<file path="src/rtl/sbie_consts.svh">
`ifndef SBIE_CONSTS_SVH
`define SBIE_CONSTS_SVH

// Register bus
`define SBIE_ADDR_W          8
`define SBIE_DATA_W          8
`define SBIE_ADDR_STATUS     8'h00
`define SBIE_ADDR_ENABLE     8'h01
`define SBIE_ADDR_TX_LEVEL   8'h02
`define SBIE_ADDR_RX_LEVEL   8'h03

// Status and enable share one layout
`define SBIE_BIT_TX_OVERFLOW 7
`define SBIE_BIT_TX_UNDERFLOW 6
`define SBIE_BIT_TX_SLIP     5
`define SBIE_BIT_RX_OVERFLOW 2
`define SBIE_BIT_RX_UNDERFLOW 1
`define SBIE_BIT_RX_SLIP     0
`define SBIE_IMPL_MASK       8'hE7
`define SBIE_ENABLE_RESET    8'h00
`define SBIE_STATUS_RESET    8'h00

// Slip buffer geometry: two E1 frames of 32 timeslots
`define SBIE_PTR_W           6
`define SBIE_CNT_W           7
`define SBIE_FRAME_LEN       32
`define SBIE_DEPTH           64
`define SBIE_DIR_RX          0
`define SBIE_DIR_TX          1

`endif

</file>
<file path="src/rtl/sbie_pkg.sv">
`include "sbie_consts.svh"

package sbie_pkg;

    typedef struct packed {
        logic                      valid;
        logic [`SBIE_DATA_W-1:0]   data;
    } sbie_byte_type;

    typedef struct packed {
        logic [`SBIE_ADDR_W-1:0]   addr;
        logic [`SBIE_DATA_W-1:0]   wdata;
        logic                      wr;
        logic                      rd;
    } sbie_reg_req_type;

endpackage : sbie_pkg

</file>
<file path="src/rtl/sbie_top.sv">
// The placing of the registers and the address-and-strobe port are this design's own decisions.
`timescale 1ns/1ps
`include "sbie_consts.svh"

// How it works
// - Enable bit 7 gates the transmit overflow interrupt; read/write, resets to 0.
// - Enable bit 6 gates the transmit underflow interrupt; read/write, resets to 0.
// - Enable bit 5 gates the transmit slip interrupt, raised on overflow or underflow.
// - Write into full transmit buffer with no read in the same cycle drops a frame, sets overflow and slip status.
// - Read from empty transmit buffer replays a frame, sets underflow and slip status.
// - Enable bit 2 gates the receive overflow interrupt; read/write, resets to 0.
// - Enable bit 1 gates the receive underflow interrupt; read/write, resets to 0.
// - Enable bit 0 gates the receive slip interrupt, raised on overflow or underflow.
// - Write into full receive buffer with no read in the same cycle drops a frame, sets overflow and slip status.
// - Read from empty receive buffer replays a frame, sets underflow and slip status.
// - Status bits hold events until a status read, or a status write of 1 to the bit, and clear on either.
module sbie_top
    import sbie_pkg::*;
(
    input  wire logic                    sys_clk,
    input  wire logic                    reset,
    input  wire sbie_reg_req_type        reg_req,
    output logic [`SBIE_DATA_W-1:0]      reg_rdata,
    input  wire sbie_byte_type           tx_wr,
    input  wire logic                    tx_rd_req,
    output sbie_byte_type                tx_rd_data,
    input  wire sbie_byte_type           rx_wr,
    input  wire logic                    rx_rd_req,
    output sbie_byte_type                rx_rd_data,
    output logic                         irq
);

    localparam logic [`SBIE_PTR_W-1:0] FRAME_PTR = `SBIE_PTR_W'(`SBIE_FRAME_LEN);
    localparam logic [`SBIE_CNT_W-1:0] FRAME_CNT = `SBIE_CNT_W'(`SBIE_FRAME_LEN);
    localparam logic [`SBIE_CNT_W-1:0] DEPTH_CNT = `SBIE_CNT_W'(`SBIE_DEPTH);

    function automatic logic [`SBIE_PTR_W-1:0] ptr_step(
        input logic [`SBIE_PTR_W-1:0] ptr,
        input logic                   inc
    );
        ptr_step = inc ? ptr + `SBIE_PTR_W'(1) : ptr;
    endfunction : ptr_step

    function automatic logic addr_hit(
        input logic [`SBIE_ADDR_W-1:0] addr,
        input logic [`SBIE_ADDR_W-1:0] target
    );
        addr_hit = (addr == target);
    endfunction : addr_hit

    sbie_byte_type               wr_in   [2];
    logic                        rd_in   [2];
    sbie_byte_type               rd_out_r[2];
    logic                        ovf     [2];
    logic                        unf     [2];
    logic [`SBIE_CNT_W-1:0]      cnt_r   [2];

    logic [`SBIE_DATA_W-1:0]     enable_r;
    logic [`SBIE_DATA_W-1:0]     status_r;
    logic [`SBIE_DATA_W-1:0]     status_nxt;
    logic [`SBIE_DATA_W-1:0]     status_set;
    logic [`SBIE_DATA_W-1:0]     status_clr;
    logic [`SBIE_DATA_W-1:0]     rdata_nxt;
    logic                        tx_overflow_irq_en;
    logic                        tx_underflow_irq_en;
    logic                        tx_slip_irq_en;
    logic                        rx_overflow_irq_en;
    logic                        rx_underflow_irq_en;
    logic                        rx_slip_irq_en;

    assign wr_in[`SBIE_DIR_RX] = rx_wr;
    assign wr_in[`SBIE_DIR_TX] = tx_wr;
    assign rd_in[`SBIE_DIR_RX] = rx_rd_req;
    assign rd_in[`SBIE_DIR_TX] = tx_rd_req;
    assign rx_rd_data          = rd_out_r[`SBIE_DIR_RX];
    assign tx_rd_data          = rd_out_r[`SBIE_DIR_TX];

    for (genvar g = 0; g < 2; g++) begin : g_buf
        logic [`SBIE_DATA_W-1:0] mem_r [`SBIE_DEPTH];
        logic [`SBIE_PTR_W-1:0]  wr_ptr_r;
        logic [`SBIE_PTR_W-1:0]  rd_ptr_r;
        logic [`SBIE_PTR_W-1:0]  rd_ptr_eff;
        logic [`SBIE_PTR_W-1:0]  rd_ptr_nxt;
        logic [`SBIE_CNT_W-1:0]  cnt_eff;
        logic [`SBIE_CNT_W-1:0]  cnt_nxt;
        logic                    full;
        logic                    empty;

        assign full  = (cnt_r[g] == DEPTH_CNT);
        assign empty = (cnt_r[g] == '0);
        // A read in the same cycle frees a slot, so no frame is lost then
        assign ovf[g] = wr_in[g].valid && full && !rd_in[g];
        assign unf[g] = rd_in[g] && empty;

        always_comb begin
            rd_ptr_eff = rd_ptr_r;
            cnt_eff    = cnt_r[g];
            if (unf[g]) begin
                // Step back over the last frame sent so it goes out again
                rd_ptr_eff = rd_ptr_r - FRAME_PTR;
                cnt_eff    = FRAME_CNT;
            end else if (ovf[g]) begin
                // Oldest frame is skipped to make room
                rd_ptr_eff = rd_ptr_r + FRAME_PTR;
                cnt_eff    = cnt_r[g] - FRAME_CNT;
            end
            rd_ptr_nxt = ptr_step(rd_ptr_eff, rd_in[g]);
            cnt_nxt    = cnt_eff;
            if (wr_in[g].valid && !rd_in[g]) begin
                cnt_nxt = cnt_eff + `SBIE_CNT_W'(1);
            end else if (!wr_in[g].valid && rd_in[g]) begin
                cnt_nxt = cnt_eff - `SBIE_CNT_W'(1);
            end
        end

        // Storage carries no reset; an underflow before a full frame is written replays bytes never written
        always_ff @(posedge sys_clk) begin
            if (wr_in[g].valid) begin
                mem_r[wr_ptr_r] <= wr_in[g].data;
            end
        end

        always_ff @(posedge sys_clk or posedge reset) begin
            if (reset) begin
                wr_ptr_r <= '0;
            end else begin
                wr_ptr_r <= ptr_step(wr_ptr_r, wr_in[g].valid);
            end
        end

        always_ff @(posedge sys_clk or posedge reset) begin
            if (reset) begin
                rd_ptr_r <= '0;
            end else begin
                rd_ptr_r <= rd_ptr_nxt;
            end
        end

        always_ff @(posedge sys_clk or posedge reset) begin
            if (reset) begin
                cnt_r[g] <= '0;
            end else begin
                cnt_r[g] <= cnt_nxt;
            end
        end

        always_ff @(posedge sys_clk or posedge reset) begin
            if (reset) begin
                rd_out_r[g] <= '0;
            end else begin
                rd_out_r[g].valid <= rd_in[g];
                rd_out_r[g].data  <= rd_in[g] ? mem_r[rd_ptr_eff] : '0;
            end
        end
    end

    always_comb begin
        status_set = '0;
        status_set[`SBIE_BIT_TX_OVERFLOW]  = ovf[`SBIE_DIR_TX];
        status_set[`SBIE_BIT_TX_UNDERFLOW] = unf[`SBIE_DIR_TX];
        status_set[`SBIE_BIT_TX_SLIP]      = ovf[`SBIE_DIR_TX] | unf[`SBIE_DIR_TX];
        status_set[`SBIE_BIT_RX_OVERFLOW]  = ovf[`SBIE_DIR_RX];
        status_set[`SBIE_BIT_RX_UNDERFLOW] = unf[`SBIE_DIR_RX];
        status_set[`SBIE_BIT_RX_SLIP]      = ovf[`SBIE_DIR_RX] | unf[`SBIE_DIR_RX];
    end

    always_comb begin
        status_clr = '0;
        if (addr_hit(reg_req.addr, `SBIE_ADDR_STATUS)) begin
            if (reg_req.rd) begin
                status_clr = '1;
            end else if (reg_req.wr) begin
                status_clr = reg_req.wdata;
            end
        end
        // New events win over a clear in the same cycle
        status_nxt = ((status_r & ~status_clr) | status_set) & `SBIE_IMPL_MASK;
    end

    always_ff @(posedge sys_clk or posedge reset) begin
        if (reset) begin
            status_r <= `SBIE_STATUS_RESET;
        end else begin
            status_r <= status_nxt;
        end
    end

    always_ff @(posedge sys_clk or posedge reset) begin
        if (reset) begin
            enable_r <= `SBIE_ENABLE_RESET;
        end else if (reg_req.wr && addr_hit(reg_req.addr, `SBIE_ADDR_ENABLE)) begin
            enable_r <= reg_req.wdata & `SBIE_IMPL_MASK;
        end
    end

    always_comb begin
        rdata_nxt = '0;
        if (reg_req.rd) begin
            unique case (reg_req.addr)
                `SBIE_ADDR_STATUS:   rdata_nxt = status_r;
                `SBIE_ADDR_ENABLE:   rdata_nxt = enable_r;
                `SBIE_ADDR_TX_LEVEL: rdata_nxt = {1'b0, cnt_r[`SBIE_DIR_TX]};
                `SBIE_ADDR_RX_LEVEL: rdata_nxt = {1'b0, cnt_r[`SBIE_DIR_RX]};
                default:             rdata_nxt = '0;
            endcase
        end
    end

    // Read data stands only in the cycle after the strobe
    always_ff @(posedge sys_clk or posedge reset) begin
        if (reset) begin
            reg_rdata <= '0;
        end else begin
            reg_rdata <= rdata_nxt;
        end
    end

    assign tx_overflow_irq_en  = enable_r[`SBIE_BIT_TX_OVERFLOW];
    assign tx_underflow_irq_en = enable_r[`SBIE_BIT_TX_UNDERFLOW];
    assign tx_slip_irq_en      = enable_r[`SBIE_BIT_TX_SLIP];
    assign rx_overflow_irq_en  = enable_r[`SBIE_BIT_RX_OVERFLOW];
    assign rx_underflow_irq_en = enable_r[`SBIE_BIT_RX_UNDERFLOW];
    assign rx_slip_irq_en      = enable_r[`SBIE_BIT_RX_SLIP];

    // Level output: stays up until software clears or masks the cause
    // Next status is used so irq rises on the edge that sets the bit
    always_ff @(posedge sys_clk or posedge reset) begin
        if (reset) begin
            irq <= 1'b0;
        end else begin
            irq <= (status_nxt[`SBIE_BIT_TX_OVERFLOW]  & tx_overflow_irq_en)
                 | (status_nxt[`SBIE_BIT_TX_UNDERFLOW] & tx_underflow_irq_en)
                 | (status_nxt[`SBIE_BIT_TX_SLIP]      & tx_slip_irq_en)
                 | (status_nxt[`SBIE_BIT_RX_OVERFLOW]  & rx_overflow_irq_en)
                 | (status_nxt[`SBIE_BIT_RX_UNDERFLOW] & rx_underflow_irq_en)
                 | (status_nxt[`SBIE_BIT_RX_SLIP]      & rx_slip_irq_en);
        end
    end

endmodule : sbie_top

</file>
<file path="config.mk">
export PLATFORM = sky130hd
export DESIGN_NAME = sbie_top
export DESIGN_NICKNAME = d
export VERILOG_FILES = /design/src/rtl/sbie_pkg.sv /design/src/rtl/sbie_top.sv
export VERILOG_INCLUDE_DIRS = /design/src /design/src/rtl
export SDC_FILE = /design/constraint.sdc
export NUM_CORES = 1
export LEC_CHECK = 0
export BUFFER_PORTS_ARGS = -buffer_cell sky130_fd_sc_hd__buf_2
export CAP_MARGIN = 25
export CORE_MARGIN = 2
export CORE_UTILIZATION = 70
export CTS_BUF_LIST = sky130_fd_sc_hd__clkbuf_4
export DETAILED_ROUTE_END_ITERATION = 12
export PLACE_DENSITY = 0.89
export SKIP_CTS_REPAIR_TIMING = 1
export SLEW_MARGIN = 10
export SYNTH_ARGS = -nofsm -noshare
export SYNTH_HDL_FRONTEND = slang
export SYNTH_SLANG_ARGS = --single-unit
</file>
<file path="constraint.sdc">
create_clock -name sys_clk -period 4.7 [get_ports sys_clk]
set_input_delay 0.235 -clock sys_clk [delete_from_list [all_inputs] [get_ports sys_clk]]
set_output_delay 0.235 -clock sys_clk [all_outputs]
set_load 0.01 [all_outputs]
</file>
==> results.yml, run 1 <==
outcome:
  outcome: "finished clean"
clock_network:
  cts.path.max_buffers: 4
  clockRootBuffer: "clkbuf_4"
  htree_levels: 5
  worst_skew_pair.late_latency_ps: 1190
  cts_buffers: 281
  cts.sinks: 1101
  cts_tree: "yes"
  cts.clk_slew.worst_paths_ps: 70
global_route:
  grt_pass1_wl_microns: 148500
  met2_usage: 0.5361
  grt_overflow: 0
  antenna_found_initial: 3
  grt_pass1_vias: 23992
  grt_util_met1: 0.4053
  grt_busiest_layer: "met2"
  grt_usage: 0.3238
  grt.met3_usage: 0.07559
  grt_max_degree: 79
sta:
  hold_viol: 0
  layout_setup_ws_ps: 1485
  timing.hold.ws_ps: 5.106
  fmax_ghz: 0.3110
  final.setup.tns_ps: 0
  report.final.slew_viol_count: 0
  period_needed_ps: 3215
  fin_skew_ps: 171.6
  setup_viol: 0
  rsz0062_at_grt: "false"
  fin_crit_sh: 0.6841
  relSlewSlack: 0.3682
  worstMarginPinSlew_ps: 940.5
worst_setup_path:
  start_kind: "register"
  critPathCaptureType: "register"
  r2r_end: "tx_rd_data[3]$_DFF_PP0_"
  r2r_slack_ps: 1480
  required_ps: 5770
  worst-setup-path-type: "reg -> reg"
  reg2regPathDepth: 7
  r2r_start: "cnt_r[1]$_DFF_PP0_"
  cp.arrival_ps: 4290
  cp_max_fo: 8
floorplan:
  io_pins: 67
  die_h_microns: 252.6
  core_area_sq_um: 61370
  die_w_microns: 252.6
  dieArea_sq_um: 63790
  fp-row-count: 91
  start_util: 0.7047
place:
  post-place-ws_ps: 1598
  hpwl_microns: 56880
  gp_congestion: 0.8783
  port_buffers: 64
final_layout:
  fill_cells: 2718
  final_common_cell: "edfxtp_1"
  register_area_sq_um: 32690
  drive_gt1_frac: 0.3183
  area_growth_pct: 12.17
  nets: 2468
  multi_input_area_sq_um: 9927
  layout_common_cells: "1,024 x edfxtp_1, 398 x clkbuf_4, 268 x mux4_2, 158 x nor2_1, 84 x mux2i_1"
logic_synthesis:
  netlist_area_sq_um: 43250
  synth_nets: 2145
  synth_edf_count: 1024
  yosys_warnings: 0
  synth_area_leader_cell: "edfxtp_1"
  synth_ff_type: "edfxtp_1"
  postSynthCellCount: 2097
  ys_seq_area_frac: 0.7555
  netlist.area_leader.share: 0.7110
  postSynthAreaPerCell_sq_um: 20.62
  ys_types: 65
  ys_top_cells_by_area: "edfxtp_1 71%, mux4_2 14%, dfrtp_1 4.5%, mux2i_1 1.9%, nor2_1 1.4%"
  ys_ff_latch: 1101
  async_flop_share: 0.06994
detailed_routing:
  drt_wl_total_microns: 108100
  drtAntennaViolNets: 0
  firstDrtPassIters: 8
  post-route-drc-count: 0
  first_iter_violations: 3543
  vias_per_cell: 7.034
  vias: 23938
  wl_per_cell_microns: 31.78
min_path:
  whs_path_depth: 5
  hp-start: "reg_req[13]"
  hold_class: "in -> reg"
  hold_end: "reg_rdata[7]$_DFF_PP0_"
power:
  powerDensity_nw_per_um2: 576.5
  leakage_nw: 16.26
  vdd_drop_max_mv: 0.3426
job:
  cap_violations: 0
[layer usage]
layer	routed length [microns]	part of all wire	up-vias
met5	13	0.00012	-
met4	6350	0.059	2
met3	12220	0.11	468
met2	55160	0.51	2127
met1	34400	0.32	11890
li1	-	-	9451
[metrics by stage]
step,utilization,std cells,power [mW],cell area (sq um)
3_5_place_dp,0.7220,2859,19.60,44310
2_1_floorplan,-,2097,17.31,43250
6_report,0.7905,3403,27.97,48520
3_3_place_gp,0.7212,2857,19.17,44260
4_1_cts,0.7772,3333,27.57,47700
5_1_grt,0.7905,3403,28.76,48520
[how the worst max path moves through the flow]
| stage | from | end | slack, ps | cells past startpoint |
|---|---|---|---|---|
| 2_1_floorplan | g_buf[0].rd_ptr_r[0]$_DFFE_PP0P_ | rx_rd_data[0]$_DFF_PP0_ | 2340 | 7 |
| 4_1_cts | cnt_r[1]$_DFF_PP0_ | tx_rd_data[1]$_DFF_PP0_ | 1620 | 7 |
| 5_1_grt | cnt_r[1]$_DFF_PP0_ | tx_rd_data[5]$_DFF_PP0_ | 1440 | 7 |
| 6_report | cnt_r[1]$_DFF_PP0_ | tx_rd_data[3]$_DFF_PP0_ | 1480 | 7 |
| 3_5_place_dp | cnt_r[1]$_DFF_PP0_ | tx_rd_data[3]$_DFF_PP0_ | 1600 | 7 |
| 3_3_place_gp | cnt_r[1]$_DFF_PP0_ | tx_rd_data[3]$_DFF_PP0_ | 1690 | 7 |
[synthesized netlist by cell type, types with 4 or more instances]
| cell | instances |
|---|---|
| clkbuf_1 | 59 |
| nor3_1 | 14 |
| nand2_1 | 40 |
| a221o_1 | 5 |
| o211ai_1 | 8 |
| nand2b_1 | 10 |
| ha_1 | 8 |
| a31oi_1 | 4 |
| nand3_1 | 15 |
| nand3b_1 | 6 |
| nor2b_1 | 13 |
| dfrtp_1 | 77 |
| o221ai_1 | 8 |
| buf_4 | 11 |
| a221oi_1 | 29 |
| xor2_1 | 8 |
| a22oi_1 | 11 |
| mux2i_1 | 84 |
| a222oi_1 | 5 |
| a41oi_1 | 4 |
| mux4_2 | 268 |
| a21oi_1 | 9 |
| buf_1 | 12 |
| buf_2 | 27 |
| o31ai_1 | 5 |
| a21o_1 | 5 |
| nand4_1 | 13 |
| inv_1 | 33 |
| or2_2 | 7 |
| xnor2_1 | 23 |
| nor2_1 | 158 |
| o22ai_1 | 8 |
| o21ai_0 | 20 |
| edfxtp_1 | 1024 |
| or3b_2 | 4 |
| mux2_2 | 18 |
[power by group]
group | switching [mW] | internal (mW)
sequential | 0.753 | 11.3
clock | 3.99 | 4.12
combinational | 4.32 | 3.51
[critical path, stage by stage, from the launching register on]
cell and delay [ps]:
dfrtp_1 440, inv_1 150, ha_1 220, or4b_1 540
o31ai_1 610, nand4_1 590, o22ai_1 510, a31o_1 160
[layout make-up]
class	count	share of cell area
clock inverter	76	0.008253
antenna	2	0.0001032
inverter	36	0.002811
multi-input combinational	848	0.2046
sequential	1101	0.6739
timing repair buffer	152	0.02837
tap	790	0.02037
clock buffer	398	0.06159
[registers in the layout (all words and copies together), names as in the netlist]
signal          cells
cnt_r              14
enable_r            6
g_buf.mem_r      1024
g_buf.rd_ptr_r     12
g_buf.wr_ptr_r     12
irq                 1
reg_rdata           8
rx_rd_data          9
status_r            6
tx_rd_data          9
[cell families (layout without fill, tap and decap cells)]
logic type                 after synthesis  in the layout  synth area share
adders and majority gates                8              8          0.002314
and+or+nand+nor                        298            298           0.03179
AOI/OAI and AO/OA                      141            141           0.02534
buffers and inverters                  148            662           0.01507
muxes                                  370            370            0.1637
DFF                                   1101           1101            0.7555
other                                    0              2                 0
xor gates and xnor gates                31             31          0.006278
Note: power is estimated with default switching activity, not from simulation.
==> inputs of run 2 (changes only) <==
CORE_UTILIZATION = 59   (was 70)
PLACE_DENSITY = 0.8   (was 0.89)
clock period = 2.75 ns   (was 4.7 ns; I/O delays follow)
==> results.yml, run 2 (same netlist as run 1, synthesis figures left out) <==
final_layout:
  multi_input_area_sq_um: 9922
  layout_common_cells: "1,024 x edfxtp_1, 399 x clkbuf_4, 268 x mux4_2, 168 x buf_4, 158 x nor2_1"
  drive_gt1_frac: 0.3563
  final_common_cell: "edfxtp_1"
  fill_cells: 4183
  reg_top3: "g_buf.mem_r (1024), cnt_r (14)"
  register_area_sq_um: 32690
  stdcell_area_sq_um: 50050
  top_register: "g_buf.mem_r"
  area_growth_pct: 15.72
  largest_reg_flops: 1024
  nets: 2640
power:
  leakage_nw: 17.14
  p_sw_mw: 14.64
  vdd_drop_max_mv: 0.6536
  power_mw: 47.36
  powerDensity_nw_per_um2: 946.2
  pwr-share-clk: 0.279
  p_int_mw: 32.72
  power_frac_seq: 0.429
  comb_power_share: 0.293
  p_sw_frac: 0.3091
detailed_routing:
  first_iter_violations: 2811
  wl_per_cell_microns: 25.93
  post-route-drc-count: 0
  drt_wl_total_microns: 97040
  drtAntennaViolNets: 0
  vias_per_cell: 6.235
  vias: 23330
  firstDrtPassIters: 7
sta:
  relSlewSlack: 0.4299
  worstMarginPinSlew_ps: 855.2
  fin_skew_ps: 125.9
  report.final.slew_viol_count: 0
  fin_crit_sh: 0.9474
  hold_viol: 0
  final.setup.tns_ps: 0
  fmax_ghz: 0.3838
  layout_setup_ws_ps: 144.6
  period_needed_ps: 2605
  setup_viol: 0
clock_network:
  cts_buffers: 285
  cts.path.max_buffers: 4
  htree_levels: 5
  worst_skew_pair.late_latency_ps: 1120
  cts_tree: "yes"
  clockRootBuffer: "clkbuf_4"
  cts.clk_slew.worst_paths_ps: 70
  cts.sinks: 1101
worst_setup_path:
  startpoint: "cnt_r[7]$_DFF_PP0_"
  cp_max_fo: 6
  cp.arrival_ps: 3590
  r2r_start: "cnt_r[7]$_DFF_PP0_"
  required_ps: 3730
  worst-setup-path-type: "reg -> reg"
  critPathCaptureType: "register"
  start_kind: "register"
global_route:
  grt_pass1_wl_microns: 142500
  grt_pass1_vias: 23742
  grt_usage: 0.2562
  antenna_found_initial: 2
  grt_max_degree: 65
  grt_overflow: 0
place:
  place_area_sq_um: 45910
  gp_congestion: 0.8864
  port_buffers: 64
  hpwl_microns: 57650
  post-place-ws_ps: 138.1
floorplan:
  start_util: 0.5948
  core_area_sq_um: 72710
  io_pins: 67
  dieArea_sq_um: 75490
  fp-row-count: 99
  die_w_microns: 274.8
  die_h_microns: 274.8
min_path:
  hold_class: "in -> reg"
  hp-start: "tx_wr[5]"
outcome:
  outcome: "finished clean"
job:
  cap_violations: 0
-- run 2: power groups by stage --
stage | combinational, mW | sequential, mW | clock (mW)
4_1_cts | 13.8 | 20.3 | 13.4
3_5_place_dp | 13.6 | 20.6 | 0
3_3_place_gp | 13.3 | 20.5 | 0
2_1_floorplan | 9.63 | 20.0 | 0
5_1_grt | 14.5 | 20.4 | 14.3
6_report | 13.9 | 20.3 | 13.2
-- run 2: final cells by class --
type	instances	share of cell area
diodes	2	0.0001000
repair buffers	320	0.05465
multi-input cells	848	0.1983
clock inverters	77	0.007200
well taps	959	0.02397
flip-flops and latches	1101	0.6533
clock buffers	399	0.05985
inverters	36	0.002725
-- run 2: worst max-delay path: stages, from the launching register on --
cell and delay [ps]:
dfrtp_1 440, inv_1 80, ha_1 180, or4b_1 480, buf_4 180, nor3_1 300, o21ai_0 240, o32ai_1 410
xnor2_1 200
-- run 2: worst paths after layout --
path                       slack [ps]  cells past startpoint                                to
setup / recovery                  140                      8               cnt_r[12]$_DFF_PP0_
hold / removal                     30                      2   g_buf[1].mem_r[29][5]$_DFFE_PP_
min in group asynchronous         310                      4    g_buf[1].rd_ptr_r[5]$_DFF_PP0_
hold reg to reg                   550                      1                cnt_r[3]$_DFF_PP0_
setup reg to reg                  140                      8               cnt_r[12]$_DFF_PP0_
max in group asynchronous        1700                      5  g_buf[1].rd_ptr_r[0]$_DFFE_PP0P_
-- run 2: routing by layer --
metal | vias up | global-route usage | share of wire
li1 | 9803 | - | -
met1 | 11935 | 0.3376 | 0.37
met2 | 1366 | 0.4277 | 0.52
met3 | 226 | 0.05612 | 0.087
met4 | 0 | 0.09068 | 0.028
met5 | - | 0 | 0
-- run 2: stage by stage --
stage	hold WS, ps	std cells	utilization
global placement	259.8	3193	0.6314
floorplan	168.9	2097	-
CTS	-893.6	3669	0.6776
global route	7.724	3741	0.6883
detailed placement	277.0	3193	0.6314
finish	34.84	3742	0.6883
